`config.mk`:
```
export PLATFORM = sky130hd
export DESIGN_NAME = logic_op_unit
export DESIGN_NICKNAME = d
export VERILOG_FILES = /design/src/rtl/logic_op_pkg.sv /design/src/rtl/mem_byte_store.sv /design/src/rtl/logic_op_unit.sv
export VERILOG_INCLUDE_DIRS = /design/src /design/src/rtl
export SDC_FILE = /design/constraint.sdc
export NUM_CORES = 1
export LEC_CHECK = 0
export ABC_AREA = 1
export BUFFER_PORTS_ARGS = -buffer_cell sky130_fd_sc_hd__buf_4
export CAP_MARGIN = 5
export CORE_UTILIZATION = 55
export DETAILED_ROUTE_END_ITERATION = 12
export GPL_ROUTABILITY_DRIVEN = 0
export GPL_TIMING_DRIVEN = 0
export PLACE_DENSITY = 0.77
export SETUP_SLACK_MARGIN = 0.15
export SLEW_MARGIN = 20
export SYNTH_ARGS = -nofsm -noshare
export SYNTH_HDL_FRONTEND = slang
export SYNTH_SLANG_ARGS = --single-unit
```
`constraint.sdc`:
```
create_clock -name REF_CLK_I -period 2.1 [get_ports REF_CLK_I]
set_input_delay 0.315 -clock REF_CLK_I [delete_from_list [all_inputs] [get_ports REF_CLK_I]]
set_output_delay 0.315 -clock REF_CLK_I [all_outputs]
set_load 0.02 [all_outputs]
```
`src/rtl/logic_op_defs.svh`:
```
// Constants of the logic-operation unit: register offsets, field positions, reset values.
// Assumes inclusion by bare name from the package and the design modules.
`ifndef LOGIC_OP_DEFS_SVH
`define LOGIC_OP_DEFS_SVH

`define BUS_AW        5
`define OFS_WORK      5'h00
`define OFS_FLAGS     5'h01
`define OFS_PORT_A    5'h02
`define MEM_SEL_BIT   4
`define MEM_AW        4
`define MEM_DEPTH     16
`define FLAG_Z_BIT    0
`define FLAG_C_BIT    1
`define FLAG_AC_BIT   2
`define FLAG_OV_BIT   3
`define RST_BYTE      8'h00
`define RST_FLAGS     4'h0

`endif

```
`src/rtl/logic_op_pkg.sv`:
```
// Types shared by the logic-operation unit and its data memory.
// Assumes logic_op_defs.svh is on the include path.
`include "logic_op_defs.svh"

package logic_op_pkg;

  typedef struct packed {
    logic overflow_flag;
    logic aux_carry_flag;
    logic carry_flag;
    logic zero_flag;
  } flags_t;

  typedef enum logic [3:0] {
    OP_NONE,
    OP_AND_AI,
    OP_AND_AM,
    OP_AND_MA,
    OP_OR_AI,
    OP_OR_AM,
    OP_OR_MA,
    OP_XOR_AI,
    OP_XOR_AM,
    OP_XOR_MA,
    OP_XOR_IOA,
    OP_NOT_A
  } op_t;

  typedef struct packed {
    op_t                 op;
    logic [7:0]          imm;
    logic [`MEM_AW-1:0]  addr;
  } instr_t;

  typedef enum logic {ST_IDLE, ST_EXEC} state_t;

endpackage

```
`src/rtl/mem_byte_store.sv`:
```
// Small byte-wide data memory with one write port and one registered read port.
// Assumes a single clock and a synchronous active-low reset.
`timescale 1ns/1ps
`default_nettype none
`include "logic_op_defs.svh"

module mem_byte_store
  import logic_op_pkg::*;
(
  input  wire logic                clk_i,
  input  wire logic                nrst_i,
  input  wire logic                we_i,
  input  wire logic [`MEM_AW-1:0]  waddr_i,
  input  wire logic [7:0]          wdata_i,
  input  wire logic [`MEM_AW-1:0]  raddr_i,
  output var  logic [7:0]          rdata_o
);

  logic [7:0] store [`MEM_DEPTH];

  always_ff @(posedge clk_i) begin
    if (we_i) begin
      store[waddr_i] <= wdata_i;
    end
  end

  always_ff @(posedge clk_i) begin
    if (!nrst_i) begin
      rdata_o <= `RST_BYTE;
    end else begin
      rdata_o <= store[raddr_i];
    end
  end

endmodule
`default_nettype wire

```
`src/rtl/logic_op_unit.sv`:
```
// Logic-operation unit: AND, OR, XOR and complement on the working register.
// Assumes the decoder and the register port run on REF_CLK_I; reset is synchronous.
`timescale 1ns/1ps
`default_nettype none
`include "logic_op_defs.svh"

// Overview of operation
// RULE_01: AND with immediate puts working_register AND immediate into working_register.
// RULE_02: AND with memory combines working_register and the byte, result to register or byte.
// RULE_03: OR with immediate puts working_register OR immediate into working_register.
// RULE_04: OR with memory combines working_register and the byte, result to register or byte.
// RULE_05: XOR with immediate puts working_register XOR immediate into working_register.
// RULE_06: XOR with memory combines working_register and the byte, result to register or byte.
// RULE_07: XOR to I/O writes working_register XOR port_a_data into port_a_data, no flag moves.
// RULE_08: Complement inverts every bit of working_register in place.
// RULE_09: Complement updates zero and keeps carry, aux_carry_flag and overflow_flag.
// RULE_10: A zero update sets the flag when the 8-bit result is zero and clears it otherwise.
module logic_op_unit
  import logic_op_pkg::*;
(
  input  wire logic                REF_CLK_I,
  input  wire logic                NRST_I,
  input  wire logic                INSTR_VALID_I,
  input  wire instr_t              INSTR_I,
  input  wire logic [`BUS_AW-1:0]  ADDR_I,
  input  wire logic [7:0]          WDATA_I,
  input  wire logic                WR_I,
  input  wire logic                RD_I,
  output var  logic [7:0]          RDATA_O,
  output var  logic [7:0]          WORK_REG_O,
  output var  flags_t              FLAGS_O,
  output var  logic [7:0]          PORT_A_DATA_O,
  output var  logic                BUSY_O,
  output var  logic                DONE_O
);

  function automatic logic [7:0] logic_fn(input op_t op, input logic [7:0] a,
                                          input logic [7:0] b);
    case (op)
      OP_AND_AI, OP_AND_AM, OP_AND_MA:             logic_fn = a & b;
      OP_OR_AI, OP_OR_AM, OP_OR_MA:                logic_fn = a | b;
      OP_XOR_AI, OP_XOR_AM, OP_XOR_MA, OP_XOR_IOA: logic_fn = a ^ b;
      OP_NOT_A:                                    logic_fn = ~a;
      default:                                     logic_fn = a;
    endcase
  endfunction

  function automatic logic uses_mem(input op_t op);
    uses_mem = (op == OP_AND_AM) || (op == OP_AND_MA) || (op == OP_OR_AM) ||
               (op == OP_OR_MA) || (op == OP_XOR_AM) || (op == OP_XOR_MA);
  endfunction

  function automatic logic writes_mem(input op_t op);
    writes_mem = (op == OP_AND_MA) || (op == OP_OR_MA) || (op == OP_XOR_MA);
  endfunction

  state_t             state;
  state_t             next_state;
  instr_t             pend;
  instr_t             next_pend;
  logic [7:0]         work;
  logic [7:0]         next_work;
  flags_t             flags;
  flags_t             next_flags;
  logic [7:0]         port_a_data;
  logic [7:0]         next_port_a_data;
  logic [7:0]         rdata;
  logic [7:0]         next_rdata;
  logic               busy;
  logic               next_busy;
  logic               done;
  logic               next_done;
  logic               issue;
  logic [7:0]         result;
  logic               mem_we;
  logic [`MEM_AW-1:0] mem_waddr;
  logic [7:0]         mem_wdata;
  logic [7:0]         mem_rdata;

  assign issue = INSTR_VALID_I && (state == ST_IDLE);

  always_comb begin
    next_state       = state;
    next_pend        = pend;
    next_work        = work;
    next_flags       = flags;
    next_port_a_data = port_a_data;
    next_done        = 1'b0;
    next_rdata       = `RST_BYTE;
    result           = `RST_BYTE;
    mem_we           = 1'b0;
    mem_waddr        = ADDR_I[`MEM_AW-1:0];
    mem_wdata        = WDATA_I;
    // Register port; an instruction result in the same cycle overrides it
    if (WR_I) begin
      if (ADDR_I[`MEM_SEL_BIT]) begin
        mem_we = 1'b1;
      end else begin
        case (ADDR_I)
          `OFS_WORK:   next_work = WDATA_I;
          `OFS_FLAGS:  next_flags = flags_t'(WDATA_I[3:0]);
          `OFS_PORT_A: next_port_a_data = WDATA_I;
          default:     next_work = work;
        endcase
      end
    end
    if (RD_I) begin
      case (ADDR_I)
        `OFS_WORK:   next_rdata = work;
        `OFS_FLAGS:  next_rdata = {4'h0, flags};
        `OFS_PORT_A: next_rdata = port_a_data;
        default:     next_rdata = `RST_BYTE;
      endcase
    end
    case (state)
      ST_IDLE: begin
        if (issue) begin
          next_pend = INSTR_I;
          if (uses_mem(INSTR_I.op)) begin
            next_state = ST_EXEC;
          end else if (INSTR_I.op == OP_XOR_IOA) begin
            result           = logic_fn(INSTR_I.op, work, port_a_data);
            next_port_a_data = result;                          // RULE_07
            next_done        = 1'b1;
          end else if (INSTR_I.op != OP_NONE) begin
            result               = logic_fn(INSTR_I.op, work, INSTR_I.imm);
            next_work            = result;                      // RULE_01 RULE_03 RULE_05 RULE_08
            next_flags           = flags;                       // RULE_09
            next_flags.zero_flag = (result == `RST_BYTE);       // RULE_10
            next_done            = 1'b1;
          end
        end
      end
      ST_EXEC: begin
        result               = logic_fn(pend.op, work, mem_rdata);
        next_flags           = flags;
        next_flags.zero_flag = (result == `RST_BYTE);           // RULE_10
        if (writes_mem(pend.op)) begin
          mem_we    = 1'b1;                                     // RULE_02 RULE_04 RULE_06
          mem_waddr = pend.addr;
          mem_wdata = result;
        end else begin
          next_work = result;                                   // RULE_02 RULE_04 RULE_06
        end
        next_done  = 1'b1;
        next_state = ST_IDLE;
      end
      default: next_state = ST_IDLE;
    endcase
    next_busy = (next_state == ST_EXEC);
  end

  always_ff @(posedge REF_CLK_I) begin
    if (!NRST_I) begin
      state       <= ST_IDLE;
      pend        <= '0;
      work        <= `RST_BYTE;
      flags       <= flags_t'(`RST_FLAGS);
      port_a_data <= `RST_BYTE;
      rdata       <= `RST_BYTE;
      busy        <= 1'b0;
      done        <= 1'b0;
    end else begin
      state       <= next_state;
      pend        <= next_pend;
      work        <= next_work;
      flags       <= next_flags;
      port_a_data <= next_port_a_data;
      rdata       <= next_rdata;
      busy        <= next_busy;
      done        <= next_done;
    end
  end

  mem_byte_store u_mem (
    .clk_i   (REF_CLK_I),
    .nrst_i  (NRST_I),
    .we_i    (mem_we),
    .waddr_i (mem_waddr),
    .wdata_i (mem_wdata),
    .raddr_i (INSTR_I.addr),
    .rdata_o (mem_rdata)
  );

  assign RDATA_O       = rdata;
  assign WORK_REG_O    = work;
  assign FLAGS_O       = flags;
  assign PORT_A_DATA_O = port_a_data;
  assign BUSY_O        = busy;
  assign DONE_O        = done;
endmodule
`default_nettype wire

```
### Yosys cells after proc, flatten, opt, wreduce, memory -nomap -nowiden

Memories as Yosys holds them, arrays and structs flattened. A register that Yosys moved wholly into a read port is not among the register bits.
Index checks and enable logic that the tools add are counted.

| word-level totals | value |
|---|---|
| bits in registers | 38 |
| memory bits (writable) | 128 |
| input port bits | 34 |
| output and inout port bits | 30 |
| word-level logic and storage cells | 122 |
| memories | 1 |

| operators by class | value |
|---|---|
| eq/ne operators | 25 |
| muxes and demuxes | 52 |
| bitwise operators | 11 |
| reduce and logical (&&, ||, !) cells | 22 |

Memories:

| name | words | bits a word | read ports | clocked after Yosys merged registers in | wr ports | line | source |
|---|---|---|---|---|---|---|---|
| u_mem.store | 16 | 8 | 1 | 1 | 1 | mem_byte_store.sv:19 | `` logic [7:0] store [`MEM_DEPTH]; `` |

Operators by type and width:

| kind | number |
|---|---|
| $mux W8 | 23 |
| $pmux W8 S4 | 3 |
| $mux W4 | 9 |
| $eq A4 B3 Y1 const B | 8 |
| $eq A4 B4 Y1 const B | 8 |
| $and A8 B8 Y8 | 3 |
| $or A8 B8 Y8 | 3 |
| $pmux W8 S3 | 1 |
| $xor A8 B8 Y8 | 3 |
| $eq A4 B2 Y1 const B | 4 |
| $logic_not A8 Y1 | 2 |
| $pmux W8 S2 | 1 |
| $mux W1 | 12 |
| $reduce_or A3 Y1 | 4 |
| $eq A4 B1 Y1 const B | 2 |
| $not A8 Y8 | 1 |
| $pmux W4 S2 | 1 |
| $reduce_or A4 Y1 | 2 |
| $logic_or A1 B1 Y1 | 7 |
| $reduce_and A2 Y1 | 3 |
| $eq A5 B1 Y1 const B | 1 |
| $eq A5 B2 Y1 const B | 1 |
| $logic_not A5 Y1 | 1 |
| $ne A5 B5 Y1 const B | 1 |
| 5 further kinds | 6 |

### Longest topological paths before layout

Gate-level depths: netlist of the first run.

| logic depth | value |
|---|---|
| word-level depth | 15 |
| depth in mapped cells | 15 |
| gate-level depth less buffers | 14 |

### Cells and area by module

From an unflattened synthesis of the first run, not the netlist that was laid out.

| second synthesis, totals | value |
|---|---|
| cell total of the unflattened synthesis | 1,085 |
| area total of the unflattened synthesis | 9,211.3 um^2 |

By module, submodules not included:

| module | instances | cells each | area an instance (um^2) | sequential area each (um^2) |
|---|---|---|---|---|
| mem_byte_store | 1 | 536 | 5,685.5 | 4,003.8 |
| logic_op_unit | 1 | 549 | 3,525.9 | 760.7 |

### Worst setup path before layout of the first run

No wires, ideal clock.

| timing | value |
|---|---|
| path type | flip-flop to flip-flop |
| from | reg work[1] (netlist: WORK_REG_O[1]) |
| to | mem u_mem.store[0][1] (data pin) |
| library setup time | 0.330 ns |
| arrival | 1.915 ns |
| required time | 1.770 ns |
| path slack | -0.145 ns |
| cell stages (with the launch flop) | 10 |
| buffers on the path | 0 |
| period minus slack after synthesis | 2.245 ns |
| cell sequence | dfxtp_1 -> inv_1 -> ha_1 -> inv_1 -> nand3_1 -> nand2_1 -> inv_1 -> nand3_1 -> nor2_1 -> o21ai_0 |

| between the ends | value |
|---|---|
| cells in the longest elaborated chain, start to end | 5 |
| elaborated cells on any way between the ends | 8 |
| classes of those cells | mux (4); bitwise (4) |

Ends and longest elaborated chain:

| item | line | source |
|---|---|---|
| start: declaration | logic_op_unit.sv:61 | `logic [7:0] work;` |
| start signal: assignment | logic_op_unit.sv:157 | `` work <= `RST_BYTE; `` |
| start signal: assignment | logic_op_unit.sv:166 | `work <= next_work;` |
| $xor A8 B8 Y8 (tied with other cells) | logic_op_unit.sv:42 | `OP_XOR_AI, OP_XOR_AM, OP_XOR_MA, OP_XOR_IOA: logic_fn = a ^ b;` |
| $pmux W8 S4 (*) | logic_op_unit.sv:39 | `case (op)` |
| $mux W8 (*) | logic_op_unit.sv:115 | `case (state)` |
| $mux W8 (*) | logic_op_unit.sv:138 | `if (writes_mem(pend.op)) begin` |
| $mux W8 (*) | logic_op_unit.sv:115 |  |
| named net mem_wdata[1] | logic_op_unit.sv:77 | `logic [7:0] mem_wdata;` |
| end: declaration | mem_byte_store.sv:19 |  |

Mark *: on every way through the listed nets, which the timed path passes. The rest lies on a longest branch. The select of a mux whose other input is x is not followed.

### Final worst setup path of the first run

| timing | value |
|---|---|
| from | reg pend[14] in the netlist's numbering |
| to | mem u_mem.store[14][1], enable pin |

| between the ends | value |
|---|---|
| cells in the longest elaborated chain, start to end | 7 |
| elaborated cells on any way between the ends | 11 |
| classes of those cells | eq/ne (3); mux (6); reduce/logical (2) |

Ends and longest elaborated chain:

| item | line | source |
|---|---|---|
| start: declaration | logic_op_unit.sv:59 | `instr_t pend;` |
| start signal: assignment | logic_op_unit.sv:165 | `pend <= next_pend;` |
| $eq A4 B2 Y1 / $eq A4 B3 Y1 (equally long branches) | logic_op_unit.sv:54 | `writes_mem = (op == OP_AND_MA) \|\| (op == OP_OR_MA) \|\| (op == OP_XOR_MA);` |
| $logic_or A1 B1 Y1 | logic_op_unit.sv:54 |  |
| $logic_or A1 B1 Y1 (*) | logic_op_unit.sv:54 |  |
| $mux W1 | logic_op_unit.sv:138 |  |
| $mux W1 | logic_op_unit.sv:115 |  |
| $mux W1 | mem_byte_store.sv:22 | `if (we_i) begin` |
| $mux W1 (not written as such) | mem_byte_store.sv:23 | `store[waddr_i] <= wdata_i;` |

Mark *: on every way between the ends. The rest lies on a longest branch, timed or not.

==> impl_results.md, run 1 <==
* Cell with the most instances on the worst path: nand2_4
* Minimum clock period at 2.19 ns
* Setup Crit Path Kind: flop to flop
* Final hold violations at 0
* Synth async-reset ratio at 0
* CTS tree: yes
* Core Region at 0.0153 sq mm
* Power per cell area at about 750 mW/mm^2
* CP max FO at 7
* All-Layer GR Usage at 0.345
* Wire length of the first global-routing pass at 41500 microns
* Iter 0 DRT Violations at 1108
* Die area at around 0.016 sq mm
* Top Ports at between 60 and 70
* Number of vias per cell at around 6.4
* Max transition margin at 0.520
* Failing checks: setup timing
* CTS Buffer Depth at 2
* Max VDD drop at around 0.76 mV
* Area leader, netlist: edfxtp_1
* Core Rows at 45
* Number of max-cap violations at 0
* Nets at 1124
* Number of global-route vias before repair at 7655
* Cells after Synth at slightly above 900
* Clock Skew at 0.0213 ns
* Seq cells post-synth at 174
* Max-slew violation count at 0
* Total CTS buffers at 17
* Layout cells sized above 1 at 0.235
* FILL cells at between 1000 and 1500
* Final Util at 0.726
* Hold Path Stages at 4
* Placement Setup Slack at -0.522 ns
* H-tree Lvls at 4
* Die extent in x at approximately 130 microns
* Yosys warns at 0
* Clk_lat worst skew at between 0.4 and 0.5 ns
* I/O Buffers at 61
* Grt total ovfl at 0
* Top post-synthesis cells by area: edfxtp_1 (44%), dfxtp_1 (11%), ha_1 (6.9%)
* Setup WS post-layout at -0.0903 ns
* Antenna cells at 0
* Height of the die at roughly 130 microns
* WP data arrival at 2.34 ns
* Clock sink total at around 170
* DRT Pass-1 Iters at 6
* Post-synthesis cell area at just under 0.009 sq mm
* Average wire per standard cell at approximately 22 microns
* Crit path launch type: flop
* Predominant post-synthesis flop cell: edfxtp_1
* Largest net degree at the start of global routing at 18
* Post-synthesis sequential area ratio at 0.550
* Hold Slack at roughly 0.18 ns
* DRT Wirelength at roughly 28000 microns
* Antenna violations before repair at 0
* Starting Density at 0.566
* Hold crit path type: primary input to flop
* Syn nets at between 900 and 1000
* Via count at 8107
* # DRC at 0
* Storage cell area at 0.00479 sq mm
* Synth top area share at 0.444
* Netlist cell types at 34
* Multi-input gate area at slightly below 0.004 sq mm
* Dpl hpwl at between 15000 and 20000 microns
* Leak at ~4.3 nW
* Worst Reg2Reg Path Length in Cells at 12
* Crit end category: flop
* Outcome: complete, but fails checks
* Syn_area_per_cell at roughly 9.5 sq um
* Req. time, crit path at roughly 2.3 ns
* Worst slew pin tran at 0.720 ns
* Final Cycle Share at 1.04
* CTS Root Cell: clkbuf_16
* CP max-delay cell: dfxtp_4
* Clock slew at reported path FFs at roughly 0.070 ns
* RSZ-0062 raised after global routing: true
* Fmax achieved at between 400 and 500 MHz
* Slowest cell delay on critical path at around 0.40 ns
* EDFF count, synth at around 130
* Synthesis-to-finish area growth at 28.4%
* Antenna viol nets, final at 0
* # setup viols final at around 130
* Worst path cell trace: inv_4, nand2_4, nor3_2, nor3_2, inv_2, nand2_4, buf_8, nand2_4, o21ai_4, nand3_4, nor2_4, buf_12
==> per-layer routing <==
metal | track usage | up-vias | part of all wire
met5 | 0 | - | 0
met1 | 0.426 | 3747 | 0.35
met3 | 0.0875 | 190 | 0.12
li1 | - | 3482 | -
met2 | 0.535 | 688 | 0.45
met4 | 0.232 | 0 | 0.071
==> synth_stat cells (6+ instances only) <==
| library cell | n |
|---|---|
| nand2_1 | 136 |
| nor2_1 | 134 |
| edfxtp_1 | 128 |
| o21ai_0 | 98 |
| inv_1 | 83 |
| nand3_1 | 49 |
| ha_1 | 48 |
| dfxtp_1 | 46 |
| a21oi_1 | 33 |
| o221ai_1 | 25 |
| o211ai_1 | 24 |
| clkbuf_1 | 21 |
| a211oi_1 | 16 |
| o22ai_1 | 16 |
| buf_2 | 10 |
| nand4_1 | 6 |
==> per-stage QoR <==
step	total power, mW	TNS, ns	area, sq um	cells
6_report	8.31	-6.03	11100	1266
5_1_grt	8.53	-12.44	11100	1266
4_1_cts	8.12	0	10900	1253
3_5_place_dp	4.94	-91.18	9420	1187
3_3_place_gp	4.91	-112.27	9400	1187
2_1_floorplan	4.54	0	8680	915
==> what timing repair did <==
item,in CTS,in global routing
setup endpoints to repair,258,272
pin swaps,28,21
gates cloned,0,1
buffers inserted,34,12
resized for setup,99,37
hold buffers,0,0
==> logic make-up after synthesis <==
group           synth area share
simple gates               0.168
fa+ha+maj                 0.0693
flops                      0.550
compound gates             0.156
buf+inv                   0.0573
==> state kept, by name (all words and copies together), names as in the netlist <==
name,count
u_mem.store,128
WORK_REG_O,8
DONE_O,1
FLAGS_O,4
RDATA_O,8
PORT_A_DATA_O,8
pend,8
BUSY_O,1
u_mem.rdata_o,8
==> final timing paths <==
path	start	end	slack [ns]
max	pend[14]	u_mem.store[14][1]	-0.09
min	ADDR_I[4]	RDATA_O[0]	0.18
max reg2reg	pend[14]	u_mem.store[14][1]	-0.09
min reg2reg	FLAGS_O[1]	FLAGS_O[1]	0.53
==> cell type report <==
type,count,share of cell area
Buffer,34,0.0156
Clock buffer,17,0.0382
Clock inverter,15,0.0137
Inverter,91,0.0323
Multi-Input combinational cell,617,0.347
Sequential cell,174,0.430
Tap cell,211,0.0237
Timing Repair Buffer,107,0.0993
==> where the power goes <==
part	switching (mW)	leakage, nW	internal [mW]
combinational	0.874	2.53	0.435
sequential	0.0988	1.54	3.77
clock	1.46	0.283	1.68
total	2.43	4.35	5.88
==> worst max-delay path, delay by kind of cell, from the launching register on <==
family                 cells  cell delay [ns]
buffers and inverters      4             0.44
AO/OA/AOI/OAI              1             0.12
AND/OR/NAND/NOR            7             0.93
flip-flops                 1             0.40
==> layout by cell type (no fill, tap or decap), drive strengths merged, types with 5 or more instances in the layout <==
cell type / n
a211oi: 16
nand2: 141
o22ai: 16
a21oi: 33
nand3: 49
nor2: 139
clkbuf: 38
o21ai: 102
o221ai: 25
ha: 48
nor3: 7
clkinvlp: 5
buf: 120
nand4: 7
edfxtp: 128
inv: 92
clkinv: 8
o211ai: 24
dfxtp: 46
Note: power is estimated with default switching activity, not from simulation.
==> run 2: changes to the inputs <==
- TNS_END_PERCENT: not set -> 10
==> run 2 against run 1 <==
- the flow still finishes with violations (setup timing)
- setup slack better by 0.054 ns
- largest power group unchanged
- non-clock buffer count down 10
- highest routed layer unchanged
- critical endpoint is now u_mem.store[2][3]
- critical path depth is the same
- sequential share of layout area grew 0.74 points
==> impl_results.md, run 2 (same netlist as run 1, synthesis figures left out) <==
* Outcome: complete, but fails checks
* Failing checks: setup timing
* Core Region at around 0.015 sq mm
* Req. time, crit path at ~2.3 ns
* Grt total ovfl at 0
* Power per cell area at roughly 750 mW/mm^2
* Non-Filler Instances at about 1300
* Largest net degree at the start of global routing at 19
* Layout cells sized above 1 at 0.231
* Commonest cells after routing, fill and taps aside: edfxtp_1 (128), nand2_1 (124), nor2_1 (109)
* Die area at between 0.015 and 0.02 sq mm
* CTS Buffer Depth at 2
* CTS Root Cell: clkbuf_16
* Iter 0 DRT Violations at around 980
* # setup viols final at 73
* Starting Density at 0.566
* # DRC at 0
* Final Cycle Share at 1.02
* Hold wc startpoint: WDATA_I[0]
* Top Ports at 64
* Worst slew pin tran at between 0.6 and 0.7 ns
* Clock Skew at around 0.0077 ns
* Max VDD drop at 0.611 mV
* Clk_lat worst skew at roughly 0.44 ns
* Number of global-route vias before repair at 7350
* I/O Buffers at just over 60
* Largest reg by FF count: u_mem.store
* Worst Reg2Reg Path Length in Cells at 12
* Max-slew violation count at 0
* Crit end category: flop
* Reg2Reg Setup Slack at -0.04 ns
* Die extent in x at 128 microns
* Hold path endpoint: PORT_A_DATA_O[0]
* Number of vias per cell at between 6 and 7
* Worst r2r src: pend[14]
* Total CTS buffers at 17
* Dpl hpwl at between 15000 and 20000 microns
* Crit path launch type: flop
* Hold buffers post-CTS at 0
* All-Layer GR Usage at 0.330
* DRT Pass-1 Iters at 7
* Hold Path Stages at 3
* Max transition margin at 0.546
* Nets at approximately 1100
* Setup WS post-layout at -0.0364 ns
* Final hold violations at 0
* Leak at between 4 and 5 nW
* Max reg flops at around 130
* RSZ-0062 raised after global routing: true
* Total Power at around 8.2 mW
* Wire length of the first global-routing pass at 39800 microns
* Hold crit path type: primary input to flop
* FILL cells at approximately 1100
* WP data arrival at between 2 and 2.5 ns
* Cell count after placement at around 1200
* CTS tree: yes
* Antenna cells at 0
* Antenna violations before repair at 0
* Final setup TNS at -1.09 ns
* Synthesis-to-finish area growth at 26.2%
* Setup Crit Path Kind: flop to flop
* Most common cell after layout, fill and taps aside: edfxtp_1
* DRT Wirelength at ~27000 microns
* Antenna viol nets, final at 0
* H-tree Lvls at 4
* Clock slew at reported path FFs at around 0.07 ns
* Height of the die at roughly 130 microns
* Clock sink total at between 150 and 200
* Core Rows at 45
* Worst R2R End: u_mem.store[2][3]
* Number of max-cap violations at 0
* Average wire per standard cell at roughly 21 microns
* Minimum clock period at 2.14 ns
* Fmax achieved at 468 MHz
* Via count at about 8000
* CP max FO at 8
## run 2: cell types whose count changed in the layout (fill, tap and decap cells not counted), sizes merged
| cell | change |
|---|---|
| inv | +3 |
| buf | -10 |
| nand2 | -1 |
| clkinv | -1 |
| bufinv | -1 |
| clkinvlp | -1 |
## run 2: worst max-delay path by stage
stage,from,end,slack [ns],depth (start not counted)
global route,pend[14],u_mem.store[2][3],-0.09,12
CTS,pend[14],u_mem.store[5][2],0.06,12
detailed placement,pend[15],u_mem.store[0][1],-0.52,11
global placement,WORK_REG_O[5],u_mem.store[1][5],-1.48,6
floorplan,WORK_REG_O[4],u_mem.store[0][4],-0.12,6
finish,pend[14],u_mem.store[2][3],-0.04,12
## run 2: metrics by stage
stage                     utilization  worst slack [ns]  hold WS, ns  cell area [sq um]
after floorplan                     -            -0.120        0.471               8670
after global placement          0.613             -1.48        0.501               9400
after detailed placement        0.616            -0.525        0.511               9440
after CTS                       0.700            0.0645        0.167              10700
after global routing            0.714           -0.0852        0.175              10900
final                           0.714           -0.0364        0.166              10900
## run 2: area by class of cell
type | count | area [sq um] | share of cell area
flip-flops and latches | 174 | 4790 | 0.438
plain buffers | 34 | 163 | 0.0149
inverters | 91 | 354 | 0.0324
clock inverters | 15 | 145 | 0.0133
well taps | 211 | 264 | 0.0241
clock buffers | 17 | 425 | 0.0389
repair buffers | 97 | 943 | 0.0862
multi-input cells | 616 | 3860 | 0.353
## run 2: report_power, final
| part | switching, mW | internal [mW] |
|---|---|---|
| clock network | 1.50 | 1.58 |
| logic | 0.848 | 0.421 |
| registers | 0.0952 | 3.77 |
## run 2: repair_timing
| action | in CTS | in global routing |
|---|---|---|
| pin swaps | 21 | 22 |
| resized for setup | 88 | 43 |
| buffers inserted | 29 | 5 |
| gates cloned | 0 | 0 |
| setup endpoints to repair | 253 | 274 |
## run 2: metal layers
metal  GRT usage  wire (microns)  vias up
met2       0.528           12600      585
met3      0.0737            2850      145
met4       0.184            1420        0
met5           0               0        -
met1       0.416           10100     3666
li1            -               -     3460
## run 2: worst max-delay path: stages (launching register included)
cell     delay (ns)
dfxtp_4        0.41
inv_4          0.06
nand2_4        0.07
nor3_4         0.04
nor3_2         0.20
inv_2          0.08
nand2_4        0.12
buf_8          0.16
nand2_2        0.08
o21ai_4        0.14
nand2_4        0.17
nor2_4         0.17
buf_12         0.14
